$ cat config.mk
export PLATFORM = sky130hd
export DESIGN_NAME = bcd_adjust_incdec_halt_exec
export DESIGN_NICKNAME = d
export VERILOG_FILES = /design/src/bcd_exec_pkg.sv /design/src/bcd_exec_alu.sv /design/src/bcd_adjust_incdec_halt_exec.sv
export VERILOG_INCLUDE_DIRS = /design/src /design/src/src
export SDC_FILE = /design/constraint.sdc
export NUM_CORES = 1
export LEC_CHECK = 0
export BUFFER_PORTS_ARGS = -buffer_cell sky130_fd_sc_hd__buf_2
export CORE_AREA = 2 2 142 144
export DETAILED_ROUTE_END_ITERATION = 8
export DIE_AREA = 0 0 144 146
export GPL_TIMING_DRIVEN = 0
export PLACE_DENSITY = 0.78
export SLEW_MARGIN = 30
export SYNTH_ARGS = -nofsm -noshare
export SYNTH_HDL_FRONTEND = slang
export SYNTH_SLANG_ARGS = --single-unit
$ cat constraint.sdc
create_clock -name sys_clk -period 4.09 [get_ports sys_clk]
set_input_delay 0.2045 -clock sys_clk [delete_from_list [all_inputs] [get_ports sys_clk]]
set_output_delay 0.2045 -clock sys_clk [all_outputs]
set_load 0.02 [all_outputs]
$ cat src/bcd_exec_params.svh
/*
 * Register offsets, flag bit positions, reset values and BCD constants
 * for the decimal adjust, increment/decrement and power-down execution block.
 * Assumes it is included by bare name from the design modules and the bench.
 */
`ifndef BCD_EXEC_PARAMS_SVH
`define BCD_EXEC_PARAMS_SVH

// Register byte offsets on the APB slave.
`define REG_ACC_OFS 12'h000
`define REG_FLAGS_OFS 12'h004
`define REG_STATUS_OFS 12'h008
`define MEM_BASE_OFS 12'h040

// Flag register bit positions.
`define FLAG_OVF_BIT 0
`define FLAG_NIB_BIT 1
`define FLAG_NULL_BIT 2
`define FLAG_TMO_BIT 3
`define FLAG_PDF_BIT 4
`define FLAG_WIDTH 5

// Reset values.
`define ACC_RESET 8'h00
`define FLAGS_RESET 5'h00
`define MEM_RESET 8'h00

// Decimal adjust constants.
`define BCD_NIBBLE_MAX 4'h9
`define BCD_ADJ_NONE 8'h00
`define BCD_ADJ_LO 8'h06
`define BCD_ADJ_HI 8'h60
`define BCD_ADJ_BOTH 8'h66

`endif

$ cat src/bcd_exec_pkg.sv
/*
 * Types shared by the execution block and its arithmetic unit.
 * Assumes the decoder hands over one operation with a data memory address.
 */
package bcd_exec_pkg;

    typedef enum logic [2:0] {
        OP_BCD_ADJUST,
        OP_SUB_ONE_STORE,
        OP_SUB_ONE_TO_ACC,
        OP_ADD_ONE_STORE,
        OP_ADD_ONE_TO_ACC,
        OP_INVERT_TO_ACC,
        OP_POWER_DOWN
    } exec_op_t;

    typedef struct packed {
        exec_op_t op;
        logic [7:0] addr;
    } exec_req_t;

    typedef struct packed {
        logic power_down_flag;
        logic timeout_flag;
        logic result_null_flag;
        logic nibble_overflow_bit;
        logic overflow_out_bit;
    } flags_t;

    typedef struct packed {
        logic [7:0] result;
        logic acc_we;
        logic mem_we;
        logic null_we;
        logic ovf_we;
        logic ovf;
        logic halt;
    } alu_out_t;

endpackage : bcd_exec_pkg

$ cat src/bcd_exec_alu.sv
/*
 * Combinational arithmetic for one executed operation.
 * Assumes the caller supplies the addressed memory byte, the accumulator
 * and the carry flags, and applies the write enables it returns.
 */
`timescale 1ns/10ps
`default_nettype none
`include "bcd_exec_params.svh"

module bcd_exec_alu
    import bcd_exec_pkg::*;
(
    // Operation
    input wire exec_op_t op,
    // Operands
    input wire logic [7:0] mem_byte,
    input wire logic [7:0] acc,
    input wire logic ovf,
    input wire logic nib,
    // Result
    output alu_out_t res
);

    logic lo_adj;
    logic hi_adj;
    logic [7:0] adj;
    logic [8:0] sum;

    always_comb begin
        lo_adj = (acc[3:0] > `BCD_NIBBLE_MAX) || nib;
        hi_adj = (acc[7:4] > `BCD_NIBBLE_MAX) || ovf;
        case ({hi_adj, lo_adj})
            2'b01: adj = `BCD_ADJ_LO;
            2'b10: adj = `BCD_ADJ_HI;
            2'b11: adj = `BCD_ADJ_BOTH;
            default: adj = `BCD_ADJ_NONE;
        endcase
        sum = {1'b0, acc} + {1'b0, adj};
        res = '0;
        case (op)
            OP_BCD_ADJUST: begin
                res.result = sum[7:0];
                res.mem_we = 1'b1;
                res.ovf_we = 1'b1;
                res.ovf = ovf | sum[8];
            end
            OP_SUB_ONE_STORE: begin
                res.result = mem_byte - 8'h01;
                res.mem_we = 1'b1;
                res.null_we = 1'b1;
            end
            OP_SUB_ONE_TO_ACC: begin
                res.result = mem_byte - 8'h01;
                res.acc_we = 1'b1;
                res.null_we = 1'b1;
            end
            OP_ADD_ONE_STORE: begin
                res.result = mem_byte + 8'h01;
                res.mem_we = 1'b1;
                res.null_we = 1'b1;
            end
            OP_ADD_ONE_TO_ACC: begin
                res.result = mem_byte + 8'h01;
                res.acc_we = 1'b1;
                res.null_we = 1'b1;
            end
            OP_INVERT_TO_ACC: begin
                res.result = ~mem_byte;
                res.acc_we = 1'b1;
                res.null_we = 1'b1;
            end
            OP_POWER_DOWN: begin
                res.halt = 1'b1;
            end
            default: begin
                res = '0;
            end
        endcase
    end

endmodule : bcd_exec_alu

`default_nettype wire

$ cat src/bcd_adjust_incdec_halt_exec.sv
/*
 * Execution stage for decimal adjust, increment, decrement, complement
 * and power-down, with its own data memory, accumulator and flags behind
 * an APB slave.
 * Assumes the decoder and the APB master share sys_clk and that the wake
 * pin is asynchronous to it.
 */
`timescale 1ns/10ps
`default_nettype none
`include "bcd_exec_params.svh"

// Behaviour
// - Adjust adds 6 to low nibble if above 9 or nibble carry set.
// - Adjust adds 6 to high nibble if above 9 or carry set.
// - Adjust stores accumulator plus 00, 06, 60 or 66 into memory.
// - Adjust changes only the carry flag, set when sum passes 100.
// - Decrement-store writes byte minus one back, updates null flag.
// - Decrement-to-acc loads byte minus one, memory kept, null updated.
// - Increment-store writes byte plus one back, updates null flag.
// - Increment-to-acc loads byte plus one, memory kept.
// - Power-down stops execution, gates clock, keeps memory and accumulator.
// - Power-down pulses wdt_clear for one cycle to clear the watchdog.
// - Power-down sets power-down flag, clears timeout flag, nothing else.
// - Complement-to-acc loads inverted byte, memory kept, null updated.
module bcd_adjust_incdec_halt_exec
    import bcd_exec_pkg::*;
#(
    parameter int MEM_WORDS = 16
) (
    // Clock and reset
    input wire logic sys_clk,
    input wire logic rst,
    // APB slave
    input wire logic psel,
    input wire logic penable,
    input wire logic pwrite,
    input wire logic [11:0] paddr,
    input wire logic [31:0] pwdata,
    output logic [31:0] prdata,
    output logic pready,
    output logic pslverr,
    // Decoder handshake
    input wire logic exec_valid,
    input wire exec_req_t exec_req,
    output logic exec_ready,
    output logic exec_done,
    // Power control
    input wire logic wake_pin,
    output logic clk_run,
    output logic wdt_clear
);

    localparam int AW = $clog2(MEM_WORDS);
    localparam logic [11:0] MEM_END = 12'(`MEM_BASE_OFS + 4 * MEM_WORDS);

    typedef struct packed {
        logic [MEM_WORDS-1:0][7:0] mem;
        logic [7:0] acc;
        flags_t flags;
        logic halted;
        logic wdt_clr;
        logic done;
        logic [31:0] rdata;
        logic err;
        logic wake_s1;
        logic wake_s2;
        logic wake_s3;
    } state_t;

    state_t s_q;
    state_t s_d;
    alu_out_t alu;
    logic [AW-1:0] idx;
    logic [AW-1:0] bus_idx;
    logic is_mem;
    logic wr_access;
    logic take;

    assign idx = exec_req.addr[AW-1:0];
    assign bus_idx = paddr[AW+1:2];
    assign is_mem = (paddr >= `MEM_BASE_OFS) && (paddr < MEM_END) && (paddr[1:0] == 2'b00);
    assign wr_access = psel && penable && pwrite;
    // A bus write in flight stalls the decoder so the two never collide.
    // No execution while halted.
    assign exec_ready = !s_q.halted && !wr_access;
    assign take = exec_valid && exec_ready;

    assign pready = 1'b1;
    assign prdata = s_q.rdata;
    assign pslverr = s_q.err;
    assign clk_run = !s_q.halted;
    assign wdt_clear = s_q.wdt_clr;
    assign exec_done = s_q.done;

    bcd_exec_alu u_alu (
        .op(exec_req.op),
        .mem_byte(s_q.mem[idx]),
        .acc(s_q.acc),
        .ovf(s_q.flags.overflow_out_bit),
        .nib(s_q.flags.nibble_overflow_bit),
        .res(alu)
    );

    always_comb begin
        s_d = s_q;
        s_d.wdt_clr = 1'b0;
        s_d.done = 1'b0;
        s_d.wake_s1 = wake_pin;
        s_d.wake_s2 = s_q.wake_s1;
        s_d.wake_s3 = s_q.wake_s2;
        if (s_q.halted && s_q.wake_s2 && !s_q.wake_s3) begin
            s_d.halted = 1'b0;
        end
        // Read data and error are captured in the setup cycle.
        if (psel && !penable) begin
            s_d.err = 1'b0;
            if (is_mem) begin
                s_d.rdata = {24'h0, s_q.mem[bus_idx]};
            end else if (paddr == `REG_ACC_OFS) begin
                s_d.rdata = {24'h0, s_q.acc};
            end else if (paddr == `REG_FLAGS_OFS) begin
                s_d.rdata = {27'h0, s_q.flags};
            end else if (paddr == `REG_STATUS_OFS) begin
                s_d.rdata = {31'h0, s_q.halted};
            end else begin
                s_d.rdata = 32'h0;
                s_d.err = 1'b1;
            end
        end
        if (wr_access) begin
            if (is_mem) begin
                s_d.mem[bus_idx] = pwdata[7:0];
            end else if (paddr == `REG_ACC_OFS) begin
                s_d.acc = pwdata[7:0];
            end else if (paddr == `REG_FLAGS_OFS) begin
                s_d.flags = pwdata[`FLAG_WIDTH-1:0];
            end
        end
        if (take) begin
            s_d.done = 1'b1;
            if (alu.mem_we) begin
                s_d.mem[idx] = alu.result;
            end
            if (alu.acc_we) begin
                s_d.acc = alu.result;
            end
            if (alu.null_we) begin
                s_d.flags.result_null_flag = (alu.result == 8'h00);
            end
            if (alu.ovf_we) begin
                s_d.flags.overflow_out_bit = alu.ovf;
            end
            if (alu.halt) begin
                s_d.halted = 1'b1;
                s_d.wdt_clr = 1'b1;
                s_d.flags.power_down_flag = 1'b1;
                s_d.flags.timeout_flag = 1'b0;
            end
        end
    end

    always_ff @(posedge sys_clk or posedge rst) begin
        if (rst) begin
            s_q <= '0;
            s_q.acc <= `ACC_RESET;
            s_q.flags <= `FLAGS_RESET;
            for (int i = 0; i < MEM_WORDS; i++) begin
                s_q.mem[i] <= `MEM_RESET;
            end
        end else begin
            s_q <= s_d;
        end
    end

    // Helper copy of the previous cycle's request and state, flagged by chk_v when taken, read only by assertions.
    logic chk_v;
    exec_op_t chk_op;
    logic [AW-1:0] chk_idx;
    logic [7:0] chk_acc;
    logic [7:0] chk_mem;
    flags_t chk_flags;
    logic chk_lo;
    logic chk_hi;

    always_ff @(posedge sys_clk or posedge rst) begin
        if (rst) begin
            chk_v <= 1'b0;
            chk_op <= OP_BCD_ADJUST;
            chk_idx <= '0;
            chk_acc <= 8'h00;
            chk_mem <= 8'h00;
            chk_flags <= '0;
        end else begin
            chk_v <= take;
            chk_op <= exec_req.op;
            chk_idx <= idx;
            chk_acc <= s_q.acc;
            chk_mem <= s_q.mem[idx];
            chk_flags <= s_q.flags;
        end
    end

    assign chk_lo = (chk_acc[3:0] > 4'h9) || chk_flags.nibble_overflow_bit;
    assign chk_hi = (chk_acc[7:4] > 4'h9) || chk_flags.overflow_out_bit;
endmodule : bcd_adjust_incdec_halt_exec

`default_nettype wire

=== Yosys cells after proc, flatten, opt, wreduce, memory -nomap -nowiden ===
Cells that the tools add are included.

* $add $sub $neg: 3
* Bitwise operators: 4
* Multiplexer cells: 40
* Reduce and logical (&&, ||, !) cells: 27
* $lt $le $gt $ge: 8
* Equal/unequal tests: 11

{| class="wikitable"
|+ Operator list
! cell !! count
|-
| $bwmux 128 || 2
|-
| $mux 128 || 2
|-
| $mux 141 || 1
|-
| $mux 139 || 1
|-
| $bmux 8 s4 || 2
|-
| $demux 8 s4 || 2
|-
| $mux 8 || 7
|-
| $mux 32 || 1
|-
| $pmux 8 s4 || 1
|-
| $pmux 7 s3 || 1
|-
| $mux 5 || 3
|-
| $mux 13 || 1
|-
| $eq 12x3->1 const B || 1
|-
| $eq 12x4->1 const B || 1
|-
| $ge 12x7->1 const B || 1
|-
| $logic_not 12->1 || 1
|-
| $lt 12x8->1 const B || 1
|-
| $mux 1 || 12
|-
| $logic_and 1x1->1 || 11
|-
| $lt 4x5->1 const B || 2
|-
| $add 8x7->9 || 1
|-
| $eq 3x3->1 const B || 3
|-
| $add 8x1->8 const B || 1
|-
| $ge 4x1->1 const B || 2
|-
| other kinds (20) || 32
|}

* Register bits: 180

=== Logic depth before layout (Yosys ltp) ===
* Depth after elaboration: 10
* Depth in mapped cells: 19
* Mapped depth without buffers: 13

=== Cells and area by module ===
A second synthesis with hierarchy kept.

* Cells, all modules: 1084
* Area, all modules: 10571.4 um^2

{| class="wikitable"
|+ Modules (own cells, without submodules)
! module !! cells an instance !! instances !! area an instance (um^2)
|-
| bcd_adjust_incdec_halt_exec || 956 || 1 || 9700.6
|-
| bcd_exec_alu || 128 || 1 || 870.8
|}

=== Worst setup path before layout ===
No wires, ideal clock.

* Path kind: input to register
* From: input port exec_req[0] in the netlist's numbering
* To: register s_q[130] in the netlist's numbering
* Data arrival time: 3322 ps
* Library setup time: 135 ps
* Slack: 633 ps
* Stages on the path: 17
* Data required time: 3955 ps
* Buffers on the path: 5
* Cells stage by stage: buf_2 -> buf_6 -> buf_6 -> mux4_2 -> nand2_1 -> nand2_1 -> o21ai_0 -> inv_1 -> ha_1 -> clkbuf_1 -> o21a_1 -> o31a_1 -> o21ai_0 -> and4_1 -> nor3_2 -> buf_2 -> mux2i_1

{| class="wikitable"
|+ RTL lines
! item !! RTL line !! text
|-
| start, declared || bcd_adjust_incdec_halt_exec.sv:44 || <nowiki>input wire exec_req_t exec_req,</nowiki>
|-
| end, declared || bcd_adjust_incdec_halt_exec.sv:70 || <nowiki>state_t s_q;</nowiki>
|}

==> load_flow_metrics.sql <==
INSERT INTO impl_metrics (metric_group, metric, value, unit) VALUES
('global_route', 'grt_use_met3', '0.0948', ''),
('timing', 'finalMaxSlewViolations', '0', ''),
('route', 'finalWirelength', '31.7', 'mm'),
('die', 'io-pin-count', '100', ''),
('synthesis', 'synth-seq-area-share', '0.369', ''),
('die', 'dieHeight', '146', 'um'),
('die', 'initial_core_util', '0.547', ''),
('global_route', 'first_global_vias', '8364', ''),
('timing', 'max_slew_margin', '0.336', ''),
('global_route', 'top_usage_layer', 'met2', ''),
('route', 'drc_errors', '0', ''),
('global_route', 'grt_start_max_net_pins', '30', ''),
('route', 'drt_first_pass_iters', '5', ''),
('synthesis', 'number_of_storage_elements_in_the_synthesis_netlist', '156', ''),
('synthesis', 'synth-async-reset-ratio', '1.00', ''),
('clocking', 'clock_latency', '0.44', 'ns'),
('worst_setup_path', 'critical_path.most_common_cell', 'buf_4', ''),
('power_and_ir_drop', 'irDropWorstVdd', '0.000309', 'V'),
('worst_setup_path', 'worst_r2r_startpoint', 's_q[110]$_DFF_PP0_', ''),
('worst_setup_path', 'worst_setup_path_startpoint', 'exec_req[1]', ''),
('placement', 'placement.io_buffers', '32', ''),
('power_and_ir_drop', 'static-leakage-power', '0.00491', 'uW'),
('global_route', 'grt_first_pass_wirelength', '49.1', 'mm'),
('die', 'number_of_cell_rows', '51', ''),
('worst_setup_path', 'crit_type', 'input port to flop', ''),
('placement', 'rd_place_congestion', '0.965', ''),
('worst_setup_path', 'cp_slowest_cell', 'mux4_2', ''),
('clocking', 'cts_made_buffers', '17', ''),
('route', 'detail_route.wl_per_cell', '23.9', 'um'),
('timing', 'finalHoldViolations', '0', ''),
('synthesis', 'yosys-top-cells-area', 'dfrtp_1 (37%), mux2i_1 (19%), mux4_2 (14%)', ''),
('die', 'placeableCoreArea', '19300', 'um2'),
('synthesis', 'netlist_area', '10600', 'um2'),
('timing', 'setup_tns', '0', 'ns'),
('worst_setup_path', 'rrSetupSlack', '0.41', 'ns'),
('clocking', 'cts.sinks', '156', ''),
('synthesis', 'synth_flop_cell', 'dfrtp_1', ''),
('timing', 'slew_of_the_pin_with_the_lowest_slew_margin', '0.992', 'ns'),
('worst_setup_path', 'cp_max_fo', '10', ''),
('die', 'die_x', '144', 'um'),
('worst_setup_path', 'setup.worst_path.start_class', 'input port', ''),
('final_layout', 'layout-area-overhead-vs-synth', '14.0', '%'),
('synthesis', 'synth_area_leader_cell', 'dfrtp_1', ''),
('final_layout', 'num-fill-cells', '1526', ''),
('synthesis', 'post_synth_inst_count', '959', ''),
('timing', 'finalCriticalPeriod', '3.88', 'ns'),
('timing', 'grt_setup_unrepaired', 'no', ''),
('clocking', 'tritoncts', 'done', ''),
('worst_setup_path', 'cp_cell_sequence', 'buf_4, buf_4, buf_4, buf_2, mux4_2, nand2_1, nand3_1, o21ai_1, inv_1, ha_1, clkbuf_1, o21a_1, o31a_1, o21ai_0, and4_1, nor3_4, buf_2, mux2i_1', ''),
('final_layout', 'drive_above_1_share', '0.222', ''),
('worst_setup_path', 'critical-path-top-delay-family', 'buffers and inverters', ''),
('synthesis', 'synth-edff-count', '0', ''),
('final_layout', 'final_net_count', '1123', ''),
('global_route', 'grt_antenna_before_repair', '0', ''),
('die', 'floorplan_die_area', '21000', 'um2'),
('synthesis', 'syn-mean-instance-area', '11.0', 'um2'),
('route', 'antenna_violating_nets_post_route', '0', ''),
('run_status', 'status', 'completed', ''),
('timing', 'fin_skew', '0.0118', 'ns'),
('synthesis', 'synthesis.yosys.warnings', '0', ''),
('timing', 'setup_viol', '0', ''),
('synthesis', 'synth.lib_cells_used.distinct', '63', ''),
('placement', 'detailed_place_hpwl', '22.8', 'mm'),
('synthesis', 'yosysTopAreaCellShare', '0.369', ''),
('hold_path', 'min-delay-path-class', 'input port to flop', ''),
('route', 'vias_per_cell', '6.44', ''),
('route', 'vias', '8551', ''),
('timing', 'final_worst_hold_slack', '0.155', 'ns'),
('timing', 'layout_worst_path_cycle_share', '0.949', ''),
('global_route', 'globalRouteOverflowTotal', '0', ''),
('final_layout', 'diodes', '0', '');
[metal layers]
layer,vias to the layer above,wire (um),part of all wire
met2,578,15000,0.47
met4,0,1150,0.036
met1,4204,12000,0.38
li1,3676,-,-
met3,93,3520,0.11
met5,-,0,0
[cell usage after synthesis, drive strengths merged (10+ instances only)]
library cell and number:
nand3 10, nor2 58, o21ai 75, a21oi 34, mux2i 206, nand2 87
nand2b 13, buf 72, mux4 73, ha 10, inv 11, nor3 16
clkbuf 44, dfrtp 156, mux2 12
[layout by cell type, fill, tap and decap left out, types with 5 or more instances in the layout]
cell       instances
mux2i_1          206
nor3_4             5
buf_1             14
nor3_1            11
conb_1            25
buf_12             5
ha_1              10
nor2_2            11
buf_2             45
nor4_1             5
mux4_1             7
nand2b_1          13
a21oi_1           34
dfrtp_1          156
o22ai_1            6
buf_4             45
inv_1             10
nand2_1           87
clkbuf_1          45
nor2_1            47
mux2_2            12
o21ai_0           73
nand3_1           10
clkbuf_16         17
mux4_2            66
[what timing repair did]
action,4_1_cts,5_1_grt
setup buffers,0,8
hold buffers,2,0
resized for setup,4,1
hold endpoints to repair,13,0
endpoints found under the setup margin,31,58
pin swaps,1,3
[worst paths after layout]
check / cells past startpoint / endpoint
worst min-delay path: 3 / exec_done$_DFF_PP0_
worst max-delay path: 18 / s_q[114]$_DFF_PP0_
worst min register to register: 0 / s_d[0]$_DFF_PP0_
max in group asynchronous: 5 / s_q[154]$_DFF_PP0_
worst max register to register: 12 / s_q[88]$_DFF_PP0_
min in group asynchronous: 3 / s_q[81]$_DFF_PP0_
[through the flow]
stage | utilization | std cells | cell area (um2) | total power (uW) | setup WS (ns)
2_1_floorplan | - | 982 | 10700 | 3340 | 0.633
3_3_place_gp | 0.577 | 1279 | 11200 | 3790 | -0.476
3_5_place_dp | 0.586 | 1285 | 11300 | 3870 | -0.564
4_1_cts | 0.620 | 1319 | 12000 | 5540 | 0.0406
5_1_grt | 0.624 | 1327 | 12100 | 5880 | 0.0133
6_report | 0.624 | 1327 | 12100 | 5660 | 0.210
[sequential cells by signal, summed over array words and instances (netlist names)]
signal     count
exec_done      1
prdata         8
pslverr        1
s_d            2
s_q          143
wdt_clear      1
[final cells by class]
class / instances / area, um2 / area share
buffer: 116 / 638 / 0.0529
multi-input combinational: 698 / 6150 / 0.509
clock inverter: 13 / 166 / 0.0138
clock buffer: 19 / 443 / 0.0367
tap: 265 / 332 / 0.0275
sequential: 156 / 3900 / 0.324
inverter: 12 / 48.8 / 0.00404
timing repair buffer: 48 / 388 / 0.0321
[where the power goes]
group	total [uW]	switching (uW)	internal, uW	leakage (uW)
sequential	2160	298	1870	0.00206
clock	1670	686	980	0.000290
combinational	1830	976	857	0.00256
[cells by family (layout without fill, tap and decap cells)]
logic type | after synthesis | count (layout) | share of synthesized area
fa+ha+maj | 12 | 12 | 0.0156
buf+inv | 128 | 208 | 0.0640
flops | 156 | 156 | 0.369
simple gates | 218 | 218 | 0.0997
other cells | 2 | 25 | 0.000710
compound gates | 145 | 145 | 0.0791
mux | 291 | 291 | 0.365
xor+xnor | 7 | 7 | 0.00650
[worst reg2reg max path, delay by kind of cell (launching register included)]
family / cells / cell delay (ns)
AO/OA/AOI/OAI: 4 / 0.69
multiplexers: 3 / 1.15
AND/OR/NAND/NOR: 2 / 0.29
buffers and inverters: 2 / 0.67
adder cells (fa/ha/maj): 1 / 0.39
flip-flops: 1 / 0.40
Note: power is estimated with default switching activity, not from simulation.
